[src/rtl/hsipc_defines.svh]
// Constants for the high-speed interrupt and pulse-catch unit
`ifndef HSIPC_DEFINES_SVH
`define HSIPC_DEFINES_SVH

// ************************************************************
// Timing
// ************************************************************
`define HSIPC_CLK_PERIOD_NS 10
`define HSIPC_TICK_MS_NS    1000000
`define HSIPC_MS_CYC        (`HSIPC_TICK_MS_NS / `HSIPC_CLK_PERIOD_NS)
`define HSIPC_GAP_NS        500000
`define HSIPC_GAP_CYC       (`HSIPC_GAP_NS / `HSIPC_CLK_PERIOD_NS)

// ************************************************************
// Register indices and reset value
// ************************************************************
`define HSIPC_IDX_MODE      3'h0
`define HSIPC_IDX_CFG_A     3'h1
`define HSIPC_IDX_CFG_B     3'h2
`define HSIPC_IDX_CFG_C     3'h3
`define HSIPC_IDX_CFG_D     3'h4
`define HSIPC_REG_RESET     16'h0000

// ************************************************************
// Codes
// ************************************************************
`define HSIPC_MODE_IRQ      8'h40
`define HSIPC_MODE_CATCH    8'h50
`define HSIPC_CODE_EXT      16'h0004
`define HSIPC_CODE_CATCH    16'h0005
`define HSIPC_TIMED_DIGIT   4'h4
`define HSIPC_FILT_CODE     8'h06
`define HSIPC_FILT_MIN      7'h0A
`define HSIPC_TMR_MIN       10'h005

// ************************************************************
// Processor-side APB map
// ************************************************************
`define HSIPC_OFF_CTRL      8'h00
`define HSIPC_OFF_STATUS    8'h04
`define HSIPC_OFF_IRQ_CNT   8'h08
`define HSIPC_OFF_CFG_LO    8'h10
`define HSIPC_OFF_CFG_HI    8'h20
`define HSIPC_CFG_BASE_IDX  4'h4
`define HSIPC_CTRL_IRQ_EN   0
`define HSIPC_CTRL_SCAN_END 1
`define HSIPC_ST_CATCH      4
`define HSIPC_ST_IRQ        5

`endif

[src/rtl/hsipc_pkg.sv]
// Types shared by both ends of the unit
package hsipc_pkg;
    typedef logic [15:0] hsipc_word_t;
    typedef enum logic [2:0] {
        HSIPC_M_IDLE  = 3'b001,
        HSIPC_M_IRQ   = 3'b010,
        HSIPC_M_CATCH = 3'b100
    } hsipc_mode_t;
    typedef enum logic [2:0] {
        HSIPC_C_EMPTY = 3'b001,
        HSIPC_C_HELD  = 3'b010,
        HSIPC_C_SHOWN = 3'b100
    } hsipc_catch_t;
endpackage : hsipc_pkg

[src/rtl/hsipc_if.sv]
// Link between the unit and the processor
`timescale 1ns/1ps
interface hsipc_if;
    import hsipc_pkg::*;
    logic        cfg_wr;
    logic [2:0]  cfg_idx;
    hsipc_word_t cfg_wdata;
    hsipc_word_t cfg_rdata;
    logic        irq_req;
    logic        irq_ack;
    logic        scan_end;
    logic        catch_flag_contact;
    logic [3:0]  logic_in;

    modport device (
        input  cfg_wr, cfg_idx, cfg_wdata, irq_ack, scan_end,
        output cfg_rdata, irq_req, catch_flag_contact, logic_in
    );
    modport cpu (
        output cfg_wr, cfg_idx, cfg_wdata, irq_ack, scan_end,
        input  cfg_rdata, irq_req, catch_flag_contact, logic_in
    );
endinterface : hsipc_if

[src/rtl/hsipc_filter.sv]
// Delay filter for one discrete input
`timescale 1ns/1ps
module hsipc_filter (
    input  wire logic       pclk,
    input  wire logic       presetn,
    input  wire logic       ms_tick,
    input  wire logic       raw,
    input  wire logic [6:0] ftime,
    output logic            filt
);
    import hsipc_pkg::*;
    logic [6:0] cnt;
    wire  [6:0] next_cnt = cnt + 7'h01;
    wire        expired  = ms_tick && (next_cnt >= ftime);

    // Both edges move only after the input has differed for the whole time
    always_ff @(posedge pclk or negedge presetn) begin
        if (!presetn) begin
            cnt  <= 7'h00;
            filt <= 1'b0;
        end else if (raw == filt) begin
            cnt <= 7'h00;
        end else if (expired) begin
            cnt  <= 7'h00;
            filt <= raw;
        end else if (ms_tick) begin
            cnt <= next_cnt;
        end
    end
endmodule : hsipc_filter

[src/rtl/hsipc_device.sv]
// High-speed input unit: interrupt and pulse-catch modes
//
// Decided for this implementation: the register addresses and the APB interface to the registers.
`timescale 1ns/1ps
`include "hsipc_defines.svh"
module hsipc_device #(
    parameter int MS_CYC  = `HSIPC_MS_CYC,
    parameter int GAP_CYC = `HSIPC_GAP_CYC
) (
    input  wire logic       pclk,
    input  wire logic       presetn,
    hsipc_if.device         link,
    input  wire logic [3:0] field_in
);
    import hsipc_pkg::*;

    localparam int MSW  = $clog2(MS_CYC + 1);
    localparam int GAPW = $clog2(GAP_CYC + 1);

    // ************************************************************
    // BCD helpers
    // ************************************************************
    function automatic logic bcd_ok(input logic [3:0] d);
        bcd_ok = (d <= 4'h9);
    endfunction : bcd_ok

    function automatic logic [9:0] bcd3(input logic [11:0] b);
        bcd3 = 10'(b[11:8] * 7'd100) + 10'(b[7:4] * 4'd10) + 10'(b[3:0]);
    endfunction : bcd3

    // ************************************************************
    // Input synchronisers
    // ************************************************************
    logic [3:0] sync1;
    logic [3:0] sync2;

    always_ff @(posedge pclk or negedge presetn) begin
        if (!presetn) begin
            sync1 <= 4'h0;
            sync2 <= 4'h0;
        end else begin
            sync1 <= field_in;
            sync2 <= sync1;
        end
    end

    // ************************************************************
    // Configuration words
    // ************************************************************
    hsipc_word_t cfg_reg [0:4];

    always_ff @(posedge pclk or negedge presetn) begin
        if (!presetn) begin
            for (int i = 0; i < 5; i++) begin
                cfg_reg[i] <= `HSIPC_REG_RESET;
            end
        end else if (link.cfg_wr && (link.cfg_idx <= `HSIPC_IDX_CFG_D)) begin
            cfg_reg[link.cfg_idx] <= link.cfg_wdata;
        end
    end

    assign link.cfg_rdata = (link.cfg_idx <= `HSIPC_IDX_CFG_D) ?
                            cfg_reg[link.cfg_idx] : `HSIPC_REG_RESET;

    // ************************************************************
    // Mode and source decode
    // ************************************************************
    wire [7:0]   mode_code = cfg_reg[`HSIPC_IDX_MODE][7:0];
    hsipc_word_t cfg_a;
    assign cfg_a = cfg_reg[`HSIPC_IDX_CFG_A];

    // The high byte of the mode word is not looked at here
    hsipc_mode_t mode;
    assign mode = (mode_code == `HSIPC_MODE_IRQ)   ? HSIPC_M_IRQ :
                  (mode_code == `HSIPC_MODE_CATCH) ? HSIPC_M_CATCH :
                  HSIPC_M_IDLE;

    wire [9:0] tmr_period = bcd3(cfg_a[15:4]);
    wire       src_ext    = (mode == HSIPC_M_IRQ) && (cfg_a == `HSIPC_CODE_EXT);
    // A malformed timed word raises nothing rather than a wrong period
    wire       src_tmr    = (mode == HSIPC_M_IRQ) && !src_ext &&
                            (cfg_a[3:0] == `HSIPC_TIMED_DIGIT) &&
                            bcd_ok(cfg_a[15:12]) && bcd_ok(cfg_a[11:8]) &&
                            bcd_ok(cfg_a[7:4]) &&
                            (tmr_period >= `HSIPC_TMR_MIN);
    wire       catch_on   = (mode == HSIPC_M_CATCH) &&
                            (cfg_a == `HSIPC_CODE_CATCH);

    // ************************************************************
    // Millisecond timebase
    // ************************************************************
    logic [MSW-1:0] ms_cnt;
    wire            ms_tick = (ms_cnt == MSW'(MS_CYC - 1));

    always_ff @(posedge pclk or negedge presetn) begin
        if (!presetn) begin
            ms_cnt <= '0;
        end else if (ms_tick) begin
            ms_cnt <= '0;
        end else begin
            ms_cnt <= ms_cnt + MSW'(1);
        end
    end

    // ************************************************************
    // Filtered inputs
    // ************************************************************
    logic [6:0] ftime [0:3];
    logic [3:0] filt;

    generate
        for (genvar g = 0; g < 4; g++) begin : g_filt
            hsipc_word_t w;
            wire [6:0]   t;
            wire         ok;
            assign w  = cfg_reg[g + 1];
            assign t  = 7'(w[15:12] * 4'd10) + 7'(w[11:8]);
            // Out-of-range or malformed time falls back to the shortest one
            assign ok = (w[7:0] == `HSIPC_FILT_CODE) && bcd_ok(w[15:12]) &&
                        bcd_ok(w[11:8]) && (t >= `HSIPC_FILT_MIN);
            assign ftime[g] = ok ? t : `HSIPC_FILT_MIN;

            hsipc_filter u_filt (
                .pclk    (pclk),
                .presetn (presetn),
                .ms_tick (ms_tick),
                .raw     (sync2[g]),
                .ftime   ((g == 0 && src_tmr) ? ftime[1] : ftime[g]),
                .filt    (filt[g])
            );
        end
    endgenerate

    // Raw input a is hidden from the program while catching
    assign link.logic_in[0]   = src_ext  ? sync2[0] :
                                catch_on ? 1'b0 : filt[0];
    assign link.logic_in[3:1] = filt[3:1];

    // ************************************************************
    // Input a edge with merge window
    // ************************************************************
    logic            a_prev;
    logic [GAPW-1:0] gap_cnt;
    wire             a_rise = sync2[0] && !a_prev;
    // Edges closer than the least period belong to the current pulse
    wire             a_edge = a_rise && (gap_cnt == '0);

    always_ff @(posedge pclk or negedge presetn) begin
        if (!presetn) begin
            a_prev  <= 1'b0;
            gap_cnt <= '0;
        end else begin
            a_prev <= sync2[0];
            if (a_edge) begin
                gap_cnt <= GAPW'(GAP_CYC - 1);
            end else if (gap_cnt != '0) begin
                gap_cnt <= gap_cnt - GAPW'(1);
            end
        end
    end

    // ************************************************************
    // Interrupt sources and held request
    // ************************************************************
    logic [9:0] per_cnt;
    wire  [9:0] next_per_cnt = per_cnt + 10'h001;
    wire        tmr_evt = src_tmr && ms_tick && (next_per_cnt >= tmr_period);
    wire        ext_evt = src_ext && a_edge;

    always_ff @(posedge pclk or negedge presetn) begin
        if (!presetn) begin
            per_cnt <= 10'h000;
        end else if (!src_tmr || tmr_evt) begin
            per_cnt <= 10'h000;
        end else if (ms_tick) begin
            per_cnt <= next_per_cnt;
        end
    end

    // A new event in the acknowledge cycle keeps the request up
    always_ff @(posedge pclk or negedge presetn) begin
        if (!presetn) begin
            link.irq_req <= 1'b0;
        end else if (tmr_evt || ext_evt) begin
            link.irq_req <= 1'b1;
        end else if (link.irq_ack) begin
            link.irq_req <= 1'b0;
        end
    end

    // ************************************************************
    // Pulse catch latch
    // ************************************************************
    hsipc_catch_t cst;
    hsipc_catch_t next_cst;
    wire          catch_evt = catch_on && a_edge;

    always_comb begin
        next_cst = cst;
        case (cst)
            HSIPC_C_EMPTY: begin
                if (catch_evt) next_cst = HSIPC_C_HELD;
            end
            HSIPC_C_HELD: begin
                if (link.scan_end) next_cst = HSIPC_C_SHOWN;
            end
            HSIPC_C_SHOWN: begin
                if (catch_evt) next_cst = HSIPC_C_HELD;
                else if (link.scan_end) next_cst = HSIPC_C_EMPTY;
            end
            default: next_cst = HSIPC_C_EMPTY;
        endcase
        if (!catch_on) next_cst = HSIPC_C_EMPTY;
    end

    always_ff @(posedge pclk or negedge presetn) begin
        if (!presetn) begin
            cst                     <= HSIPC_C_EMPTY;
            link.catch_flag_contact <= 1'b0;
        end else begin
            cst                     <= next_cst;
            link.catch_flag_contact <= (next_cst == HSIPC_C_SHOWN);
        end
    end
endmodule : hsipc_device

[src/flat_wrapper.sv]
// flat-port wrapper written by rule: the top's interface ports become plain ports
module hsipc_device_flat import hsipc_pkg::*;
#(
    parameter int MS_CYC  = `HSIPC_MS_CYC,
    parameter int GAP_CYC = `HSIPC_GAP_CYC
)
  (pclk, presetn, field_in, link_cfg_wr, link_cfg_idx, link_cfg_wdata, link_irq_ack, link_scan_end, link_cfg_rdata, link_irq_req, link_catch_flag_contact, link_logic_in);
  hsipc_if link_i ();
  input  wire logic pclk;
  input  wire logic presetn;
  input  wire logic [3:0] field_in;
  input wire logic [$bits(link_i.cfg_wr)-1:0] link_cfg_wr;
  input wire logic [$bits(link_i.cfg_idx)-1:0] link_cfg_idx;
  input wire logic [$bits(link_i.cfg_wdata)-1:0] link_cfg_wdata;
  input wire logic [$bits(link_i.irq_ack)-1:0] link_irq_ack;
  input wire logic [$bits(link_i.scan_end)-1:0] link_scan_end;
  output wire logic [$bits(link_i.cfg_rdata)-1:0] link_cfg_rdata;
  output wire logic [$bits(link_i.irq_req)-1:0] link_irq_req;
  output wire logic [$bits(link_i.catch_flag_contact)-1:0] link_catch_flag_contact;
  output wire logic [$bits(link_i.logic_in)-1:0] link_logic_in;
  assign link_i.cfg_wr = link_cfg_wr;
  assign link_i.cfg_idx = link_cfg_idx;
  assign link_i.cfg_wdata = link_cfg_wdata;
  assign link_i.irq_ack = link_irq_ack;
  assign link_i.scan_end = link_scan_end;
  assign link_cfg_rdata = link_i.cfg_rdata;
  assign link_irq_req = link_i.irq_req;
  assign link_catch_flag_contact = link_i.catch_flag_contact;
  assign link_logic_in = link_i.logic_in;
  hsipc_device #(.MS_CYC(MS_CYC), .GAP_CYC(GAP_CYC)) u_core (.pclk(pclk), .presetn(presetn), .link(link_i), .field_in(field_in));
endmodule
[config.mk]
export PLATFORM = sky130hd
export DESIGN_NAME = hsipc_device_flat
export DESIGN_NICKNAME = d
export VERILOG_FILES = /design/src/rtl/hsipc_pkg.sv /design/src/rtl/hsipc_if.sv /design/src/rtl/hsipc_filter.sv /design/src/rtl/hsipc_device.sv /design/src/flat_wrapper.sv
export VERILOG_INCLUDE_DIRS = /design/src /design/src/rtl
export SDC_FILE = /design/constraint.sdc
export NUM_CORES = 1
export LEC_CHECK = 0
export BUFFER_PORTS_ARGS = -buffer_cell sky130_fd_sc_hd__buf_4
export CORE_AREA = 8 8 163 165
export DETAILED_ROUTE_END_ITERATION = 7
export DIE_AREA = 0 0 171 173
export RECOVER_POWER = 50
export SLEW_MARGIN = 15
export SYNTH_ARGS = -nofsm -noshare
export SYNTH_HDL_FRONTEND = slang
export SYNTH_SLANG_ARGS = --single-unit
[constraint.sdc]
create_clock -name pclk -period 5.7 [get_ports pclk]
set_input_delay 0.285 -clock pclk [delete_from_list [all_inputs] [get_ports pclk]]
set_output_delay 0.285 -clock pclk [all_outputs]
set_load 0.02 [all_outputs]
# [Yosys cells after proc, flatten, opt, wreduce, memory -nomap -nowiden]
# Cells that the tools add are included.
[word_totals] register_bits=169 latch_bits=0 ram_bits=0 romBits=0 out_inout_bits=22 wordCells=179 mem_count=0
[op_classes] addsub=13 n_mul=6 div_mod_pow=0 n_lt_le_gt_ge=22 n_eq_ne=20 n_shift=0 n_mux=41 bitwise_logic=5 n_reduce_logical=50
[op_table] operator="7-bit 2-to-1 mux" count=17
[op_table] operator="16-bit 2-to-1 mux" count=6
[op_table] operator="80-bit bitwise mux" count=1
[op_table] operator="16-bit binary-select mux with 3-bit select" count=1
[op_table] operator="16-bit demux with 3-bit select" count=1
[op_table] operator="4-bit <= comparator (second input constant)" count=9
[op_table] operator="16-bit by 3-bit == test with 1-bit output (second input constant)" count=2
[op_table] operator="8-bit by 3-bit == test with 1-bit output (second input constant)" count=4
[op_table] operator="1-bit logical AND" count=32
[op_table] operator="7-bit by 1-bit adder with 7-bit output (second input constant)" count=4
[op_table] operator="7-bit by 4-bit adder with 7-bit output" count=4
[op_table] operator="7-bit by 4-bit greater-or-equal comparator with 1-bit output (second input constant)" count=4
[op_table] operator="7-bit greater-or-equal comparator" count=4
[op_table] operator="4-bit by 3-bit multiplier with 6-bit output (second input constant)" count=4
[op_table] operator="3-bit 2-to-1 mux" count=7
[op_table] operator="10-bit 2-to-1 mux" count=2
[op_table] operator="17-bit by 1-bit adder with 17-bit output (second input constant)" count=1
[op_table] operator="17-bit == test (second input constant)" count=1
[op_table] operator="17-bit 2-to-1 mux" count=1
[op_table] operator="8-bit by 7-bit == test with 1-bit output (second input constant)" count=2
[op_table] operator="16-bit logical NOT" count=1
[op_table] operator="16-bit nonzero test" count=1
[op_table] operator="16-bit by 1-bit subtractor with 16-bit output (second input constant)" count=1
[op_table] operator="3-bit nonzero test" count=4
[op_table] operator="other kinds (23)" count=43

# [Logic depth before layout (Yosys ltp)]
[depth] depth_word=17 mapped_depth=23

# [Modules after synthesis]
# From an unflattened synthesis, not the netlist that was laid out.
[hier_totals] hier_cells=1071 area_unflattened_um2=11088.1
[modules_own_cells] mod="hsipc_device" n_inst=1 cells_per_inst=827 area_per_inst_um2=8655.8 seq_area_each_um2=3429.5
[modules_own_cells] mod="hsipc_filter" n_inst=4 cells_per_inst=61 area_per_inst_um2=608.1 seq_area_each_um2=200.2

# [Least setup slack after synthesis]
# OpenSTA, ideal clock, no wires.
[synth_path] kind="reg2reg" startpoint="register u_core.cfg_reg (netlist bit u_core.cfg_a[13])" endpoint="register u_core.g_filt[0].u_filt.cnt[2]" setup_time_ns=0.087 arrival_ns=5.555 slack_ns=0.058 stages_incl_launch_ff=24 path_cell_list="dfrtp_1 inv_1 ha_1 ha_1 inv_1 fa_1 inv_1 ha_1 ha_1 nor2b_1 a221o_1 a211oi_1 nand2_1 or3_1 nand3_1 a2bb2o_1 ha_1 nand2b_1 a21o_1 a21o_1 a21o_1 a211oi_1 o2111ai_1 a22oi_1"
[synth_between] elab_chain_cells=14 word_cells_on_any_way=27
[synth_lines] element="start, declared" line_no="hsipc_device.sv:50" source="hsipc_word_t cfg_reg [0:4];"
[synth_lines] element="start signal, assigned by index" line_no="hsipc_device.sv:55" source="cfg_reg[i] <= `HSIPC_REG_RESET;"
[synth_lines] element="start signal, assigned by index" line_no="hsipc_device.sv:58" source="cfg_reg[link.cfg_idx] <= link.cfg_wdata;"
[synth_lines] element="branches (longest 9 deep; another with 10-bit by 8-bit adder with 10-bit output)"
[synth_lines] element="7-bit 2-to-1 mux (*)" line_no="hsipc_device.sv:128" source=".ftime ((g == 0 && src_tmr) ? ftime[1] : ftime[g]),"
[synth_lines] element="7-bit greater-or-equal comparator (*)" line_no="hsipc_filter.sv:14" source="wire expired = ms_tick && (next_cnt >= ftime);"
[synth_lines] element="1-bit logical AND (*)" line_no="hsipc_filter.sv:14"
[synth_lines] element="7-bit 2-to-1 mux" line_no="hsipc_filter.sv:23" source="end else if (expired) begin"
[synth_lines] element="7-bit 2-to-1 mux" line_no="hsipc_filter.sv:21" source="end else if (raw == filt) begin"
[synth_lines] element="end signal, assigned" line_no="hsipc_filter.sv:27" source="cnt <= next_cnt;"
[synth_lines] element="end, declared" line_no="hsipc_filter.sv:12" source="logic [6:0] cnt;"
# Every way passes the cells marked *.
# A chain may end at the register's enable or synchronous reset.

# [Final worst setup path]
[layout_path] startpoint="register u_core.cfg_reg (netlist bit u_core.cfg_a[9])" endpoint="register u_core.g_filt[0].u_filt.cnt[4]"
[layout_between] elab_chain_cells=14 word_cells_on_any_way=25
[layout_lines] element="branches (longest 9 deep; another with 10-bit by 8-bit adder with 10-bit output)"
[layout_lines] element="7-bit 2-to-1 mux (*)" line_no="hsipc_device.sv:128"
[layout_lines] element="7-bit greater-or-equal comparator (*)" line_no="hsipc_filter.sv:14"
[layout_lines] element="1-bit logical AND (*)" line_no="hsipc_filter.sv:14"
[layout_lines] element="7-bit 2-to-1 mux" line_no="hsipc_filter.sv:23"
[layout_lines] element="7-bit 2-to-1 mux" line_no="hsipc_filter.sv:21"
# Marks and branches as above.

==> impl_metrics.yaml <==
power_and_ir_drop:
  p_leak_uw: 0.00562
  p_per_area_mw_per_mm2: 355
  power.share.sequential_pct: 35.7
  p_switching_uw: 1620
  power_frac_comb_pct: 37.5
  internal_power_uw: 2720
  p_clk_share_pct: 26.8
  finalPower_uw: 4340
  swShare_pct: 37.4
  vdd.ir_drop.worst_mv: 0.173
job:
  cap_violations: 3
synth:
  yosys-top-cells-area: "dfrtp_1, ha_1, mux2_2"
  seq_area_frac_synth_pct: 39.1
  synth_seq_cells: 169
  synthCells: 1067
  synth_most_common_cell: "dfrtp_1"
  yosys_warnings: 0
  async_flop_share_pct: 100
  yosys.area.top_type_share_pct: 38.8
  syn_area_per_cell_um2: 10.1
  synth_top_area_cell: "dfrtp_1"
  synth_commonest_cells: "dfrtp_1, nand2_1, ha_1"
  ys_types: 68
  synth_edf_count: 0
  synthFlopType: "dfrtp_1"
  syn_nets: 1204
  synth.cell_area_mm2: 0.0108
routing:
  routed_via_density: 5.55
  drtAntennaViolNets: 0
  wl_um: 25900
  routedWlPerCell_um: 17.7
  drt_iter0_drc: 536
  drc: 0
  num_vias: 8130
  first_pass_iters: 5
grt:
  grt_util_met1_pct: 24.4
  grt_pass1_wl_um: 42800
  top_usage_layer: "met2"
  grt_use_met3_pct: 3.42
  track_usage_pct: 18.0
  grt_start_max_net_pins: 96
  grt_antenna_before_repair: 0
  use_met2_pct: 28.5
  grt_pass1_vias: 8135
  grt-ovfl-total: 0
min_path:
  hold_path.class: "in2reg"
  whs_path_depth: 2
  min-delay-start: "link_cfg_wdata[3]"
  whs_endpoint: "u_core.g_filt[2].w[3]"
timing:
  slew_headroom_pct: -184
  finClkSkew_ns: 0.0174
  slew_viol_final: 138
  finalSetupViolCount: 0
  rsz0062_at_grt: "no"
  tns_ns: 0
  min_period_ns: 5.41
  finalCritPeriodShare_pct: 95.0
  worst_pin_slew_ns: 4.26
  hold_viol: 0
  fmax_mhz: 185
floorplanning:
  core_area_mm2: 0.0240
  row_count: 57
  die_y_um: 173
  start_util_pct: 45.2
  ioPinCount: 50
  die_x_um: 171
  dieArea_mm2: 0.0296
worst_setup_path:
  rr_worst_depth: 22
  crit_fanout: 7
  crit_type: "reg2reg"
  cp_top_family: "compound AO/OA/AOI/OAI gates"
  cp.arrival_ns: 5.77
  crit_path_max_incr_delay_ns: 0.39
  path_buf_inv: 1
  worstPathCellList: "ha_1, ha_1, fa_1, xor2_1, ha_1, ha_2, o21ai_1, o2111a_1, a211oi_2, nand2_1, or3_4, nand3_2, a2bb2o_1, ha_1, nand2b_1, a21o_1, a21o_1, a21o_1, a211oi_1, buf_4, o211ai_1, o21ai_1"
  reg2reg_from: "u_core.cfg_a[9]"
  critPathRequiredTime_ns: 6.05
  start_kind: "register"
  reg2reg_to: "u_core.g_filt[0].u_filt.cnt[4]"
  ff2ff_setup_slack_ns: 0.29
  crit_top_cell: "ha_1"
  cp_slowest_cell: "ha_2"
  end_kind: "register"
status:
  violations: "max-capacitance violations, max-slew violations"
  status: "complete, but fails checks"
finish:
  largest_reg_flops: 48
  area_delta_synth_final_pct: 12.9
  drive_gt1_share_pct: 16.5
  fin_nets: 1264
  final_area_mm2: 0.0122
  diodes: 0
placed_design:
  globalplace.congestion: 0.833
  dpl-instance-area_mm2: 0.0116
  hpwl_um: 19200
  io_buffer_count: 49
clocking:
  cts_max_path_buffers: 2
  clock-root-buffer: "clkbuf_16"
  insertion_delay_ns: 0.44
  cts_made_buffers: 17
  clkTransAtPathRegs_ns: 0.08
  ctsHtreeMaxLevel: 4
  cts.sinks: 169
  cts_tree: "built"
## power groups by stage
| stage | clock, uW | sequential (uW) | combinational [uW] |
|---|---|---|---|
| after floorplan | 0 | 1530 | 1180 |
| after global placement | 0 | 1570 | 1550 |
| after detailed placement | 0 | 1570 | 1580 |
| after CTS | 1190 | 1550 | 1590 |
| after global routing | 1240 | 1580 | 1840 |
| final | 1160 | 1550 | 1630 |
## timing repair
| action | CTS | global route |
|---|---|---|
| setup buffers | 0 | 1 |
| hold endpoints to repair | 17 | 0 |
| hold buffers | 5 | 0 |
| resized for setup | 0 | 11 |
| endpoints found under the setup margin | 0 | 8 |
## stage by stage
stage	hold WS (ns)	utilization [%]	worst slack [ns]	std cells
global route	0.122	51.0	0.0117	1464
detailed placement	0.337	48.3	0.00704	1426
finish	0.136	51.0	0.287	1464
CTS	0.124	51.0	0.00779	1463
floorplan	-0.0106	-	0.0581	1067
global placement	0.333	48.3	0.151	1426
## layout by cell type (no fill, tap or decap), types with 10 or more instances in the layout
cell       synthesis  routed
nor2_1            65      65
mux2i_1           19      19
a32o_1            10      10
dfrtp_1          168     168
nand2b_1          11      11
xor2_1            44      44
buf_4              3      51
a21oi_1           17      17
nor3_1            21      20
xnor2_1           40      40
a221o_1           17      17
o21ai_0           74      69
nand3_1           25      24
fa_1              13      13
ha_1              96      94
nor2b_1           14      14
mux2_2            72      72
a21o_1            16      16
inv_1             63      63
nand2_1          110     110
clkbuf_16          0      17
## cell type report
cell class              instances  area, um^2
clock buffers                  18         439
well taps                     324         405
inverters                      63         236
multi-input cells             807        6260
clock inverters                14         150
repair buffers                 69         507
flip-flops and latches        169        4230
fillers                      2227       11700
## logic make-up after synthesis
kind of cell	Yosys count	synth area share (%)
AND/OR/NAND/NOR	322	15.1
AO/OA/AOI/OAI	199	12.5
flip-flops	169	39.1
adder cells (fa/ha/maj)	111	13.7
buffers and inverters	91	3.55
multiplexers	91	9.25
XOR/XNOR	84	6.80
## layer usage
metal  share of wire [%]  vias to the layer above
met5                   0                        -
met4                 2.1                        0
met3                 4.1                       33
met2                  47                      170
met1                  47                     3987
li1                    -                     3940
## how the worst max path moves through the flow
| stage | depth (start not counted) | from | slack [ns] | end |
|---|---|---|---|---|
| detailed placement | 24 | u_core.cfg_a[12] | 0.007 | u_core.g_filt[0].u_filt.cnt[4] |
| CTS | 24 | u_core.cfg_a[12] | 0.008 | u_core.g_filt[0].u_filt.cnt[4] |
| global route | 22 | u_core.cfg_a[9] | 0.01 | u_core.g_filt[0].u_filt.cnt[4] |
| finish | 22 | u_core.cfg_a[9] | 0.29 | u_core.g_filt[0].u_filt.cnt[4] |
| floorplan | 23 | u_core.cfg_a[13] | 0.06 | u_core.g_filt[0].u_filt.cnt[2] |
| global placement | 24 | u_core.cfg_a[13] | 0.15 | u_core.g_filt[0].u_filt.cnt[1] |
Power figures use the tool's default switching activity.
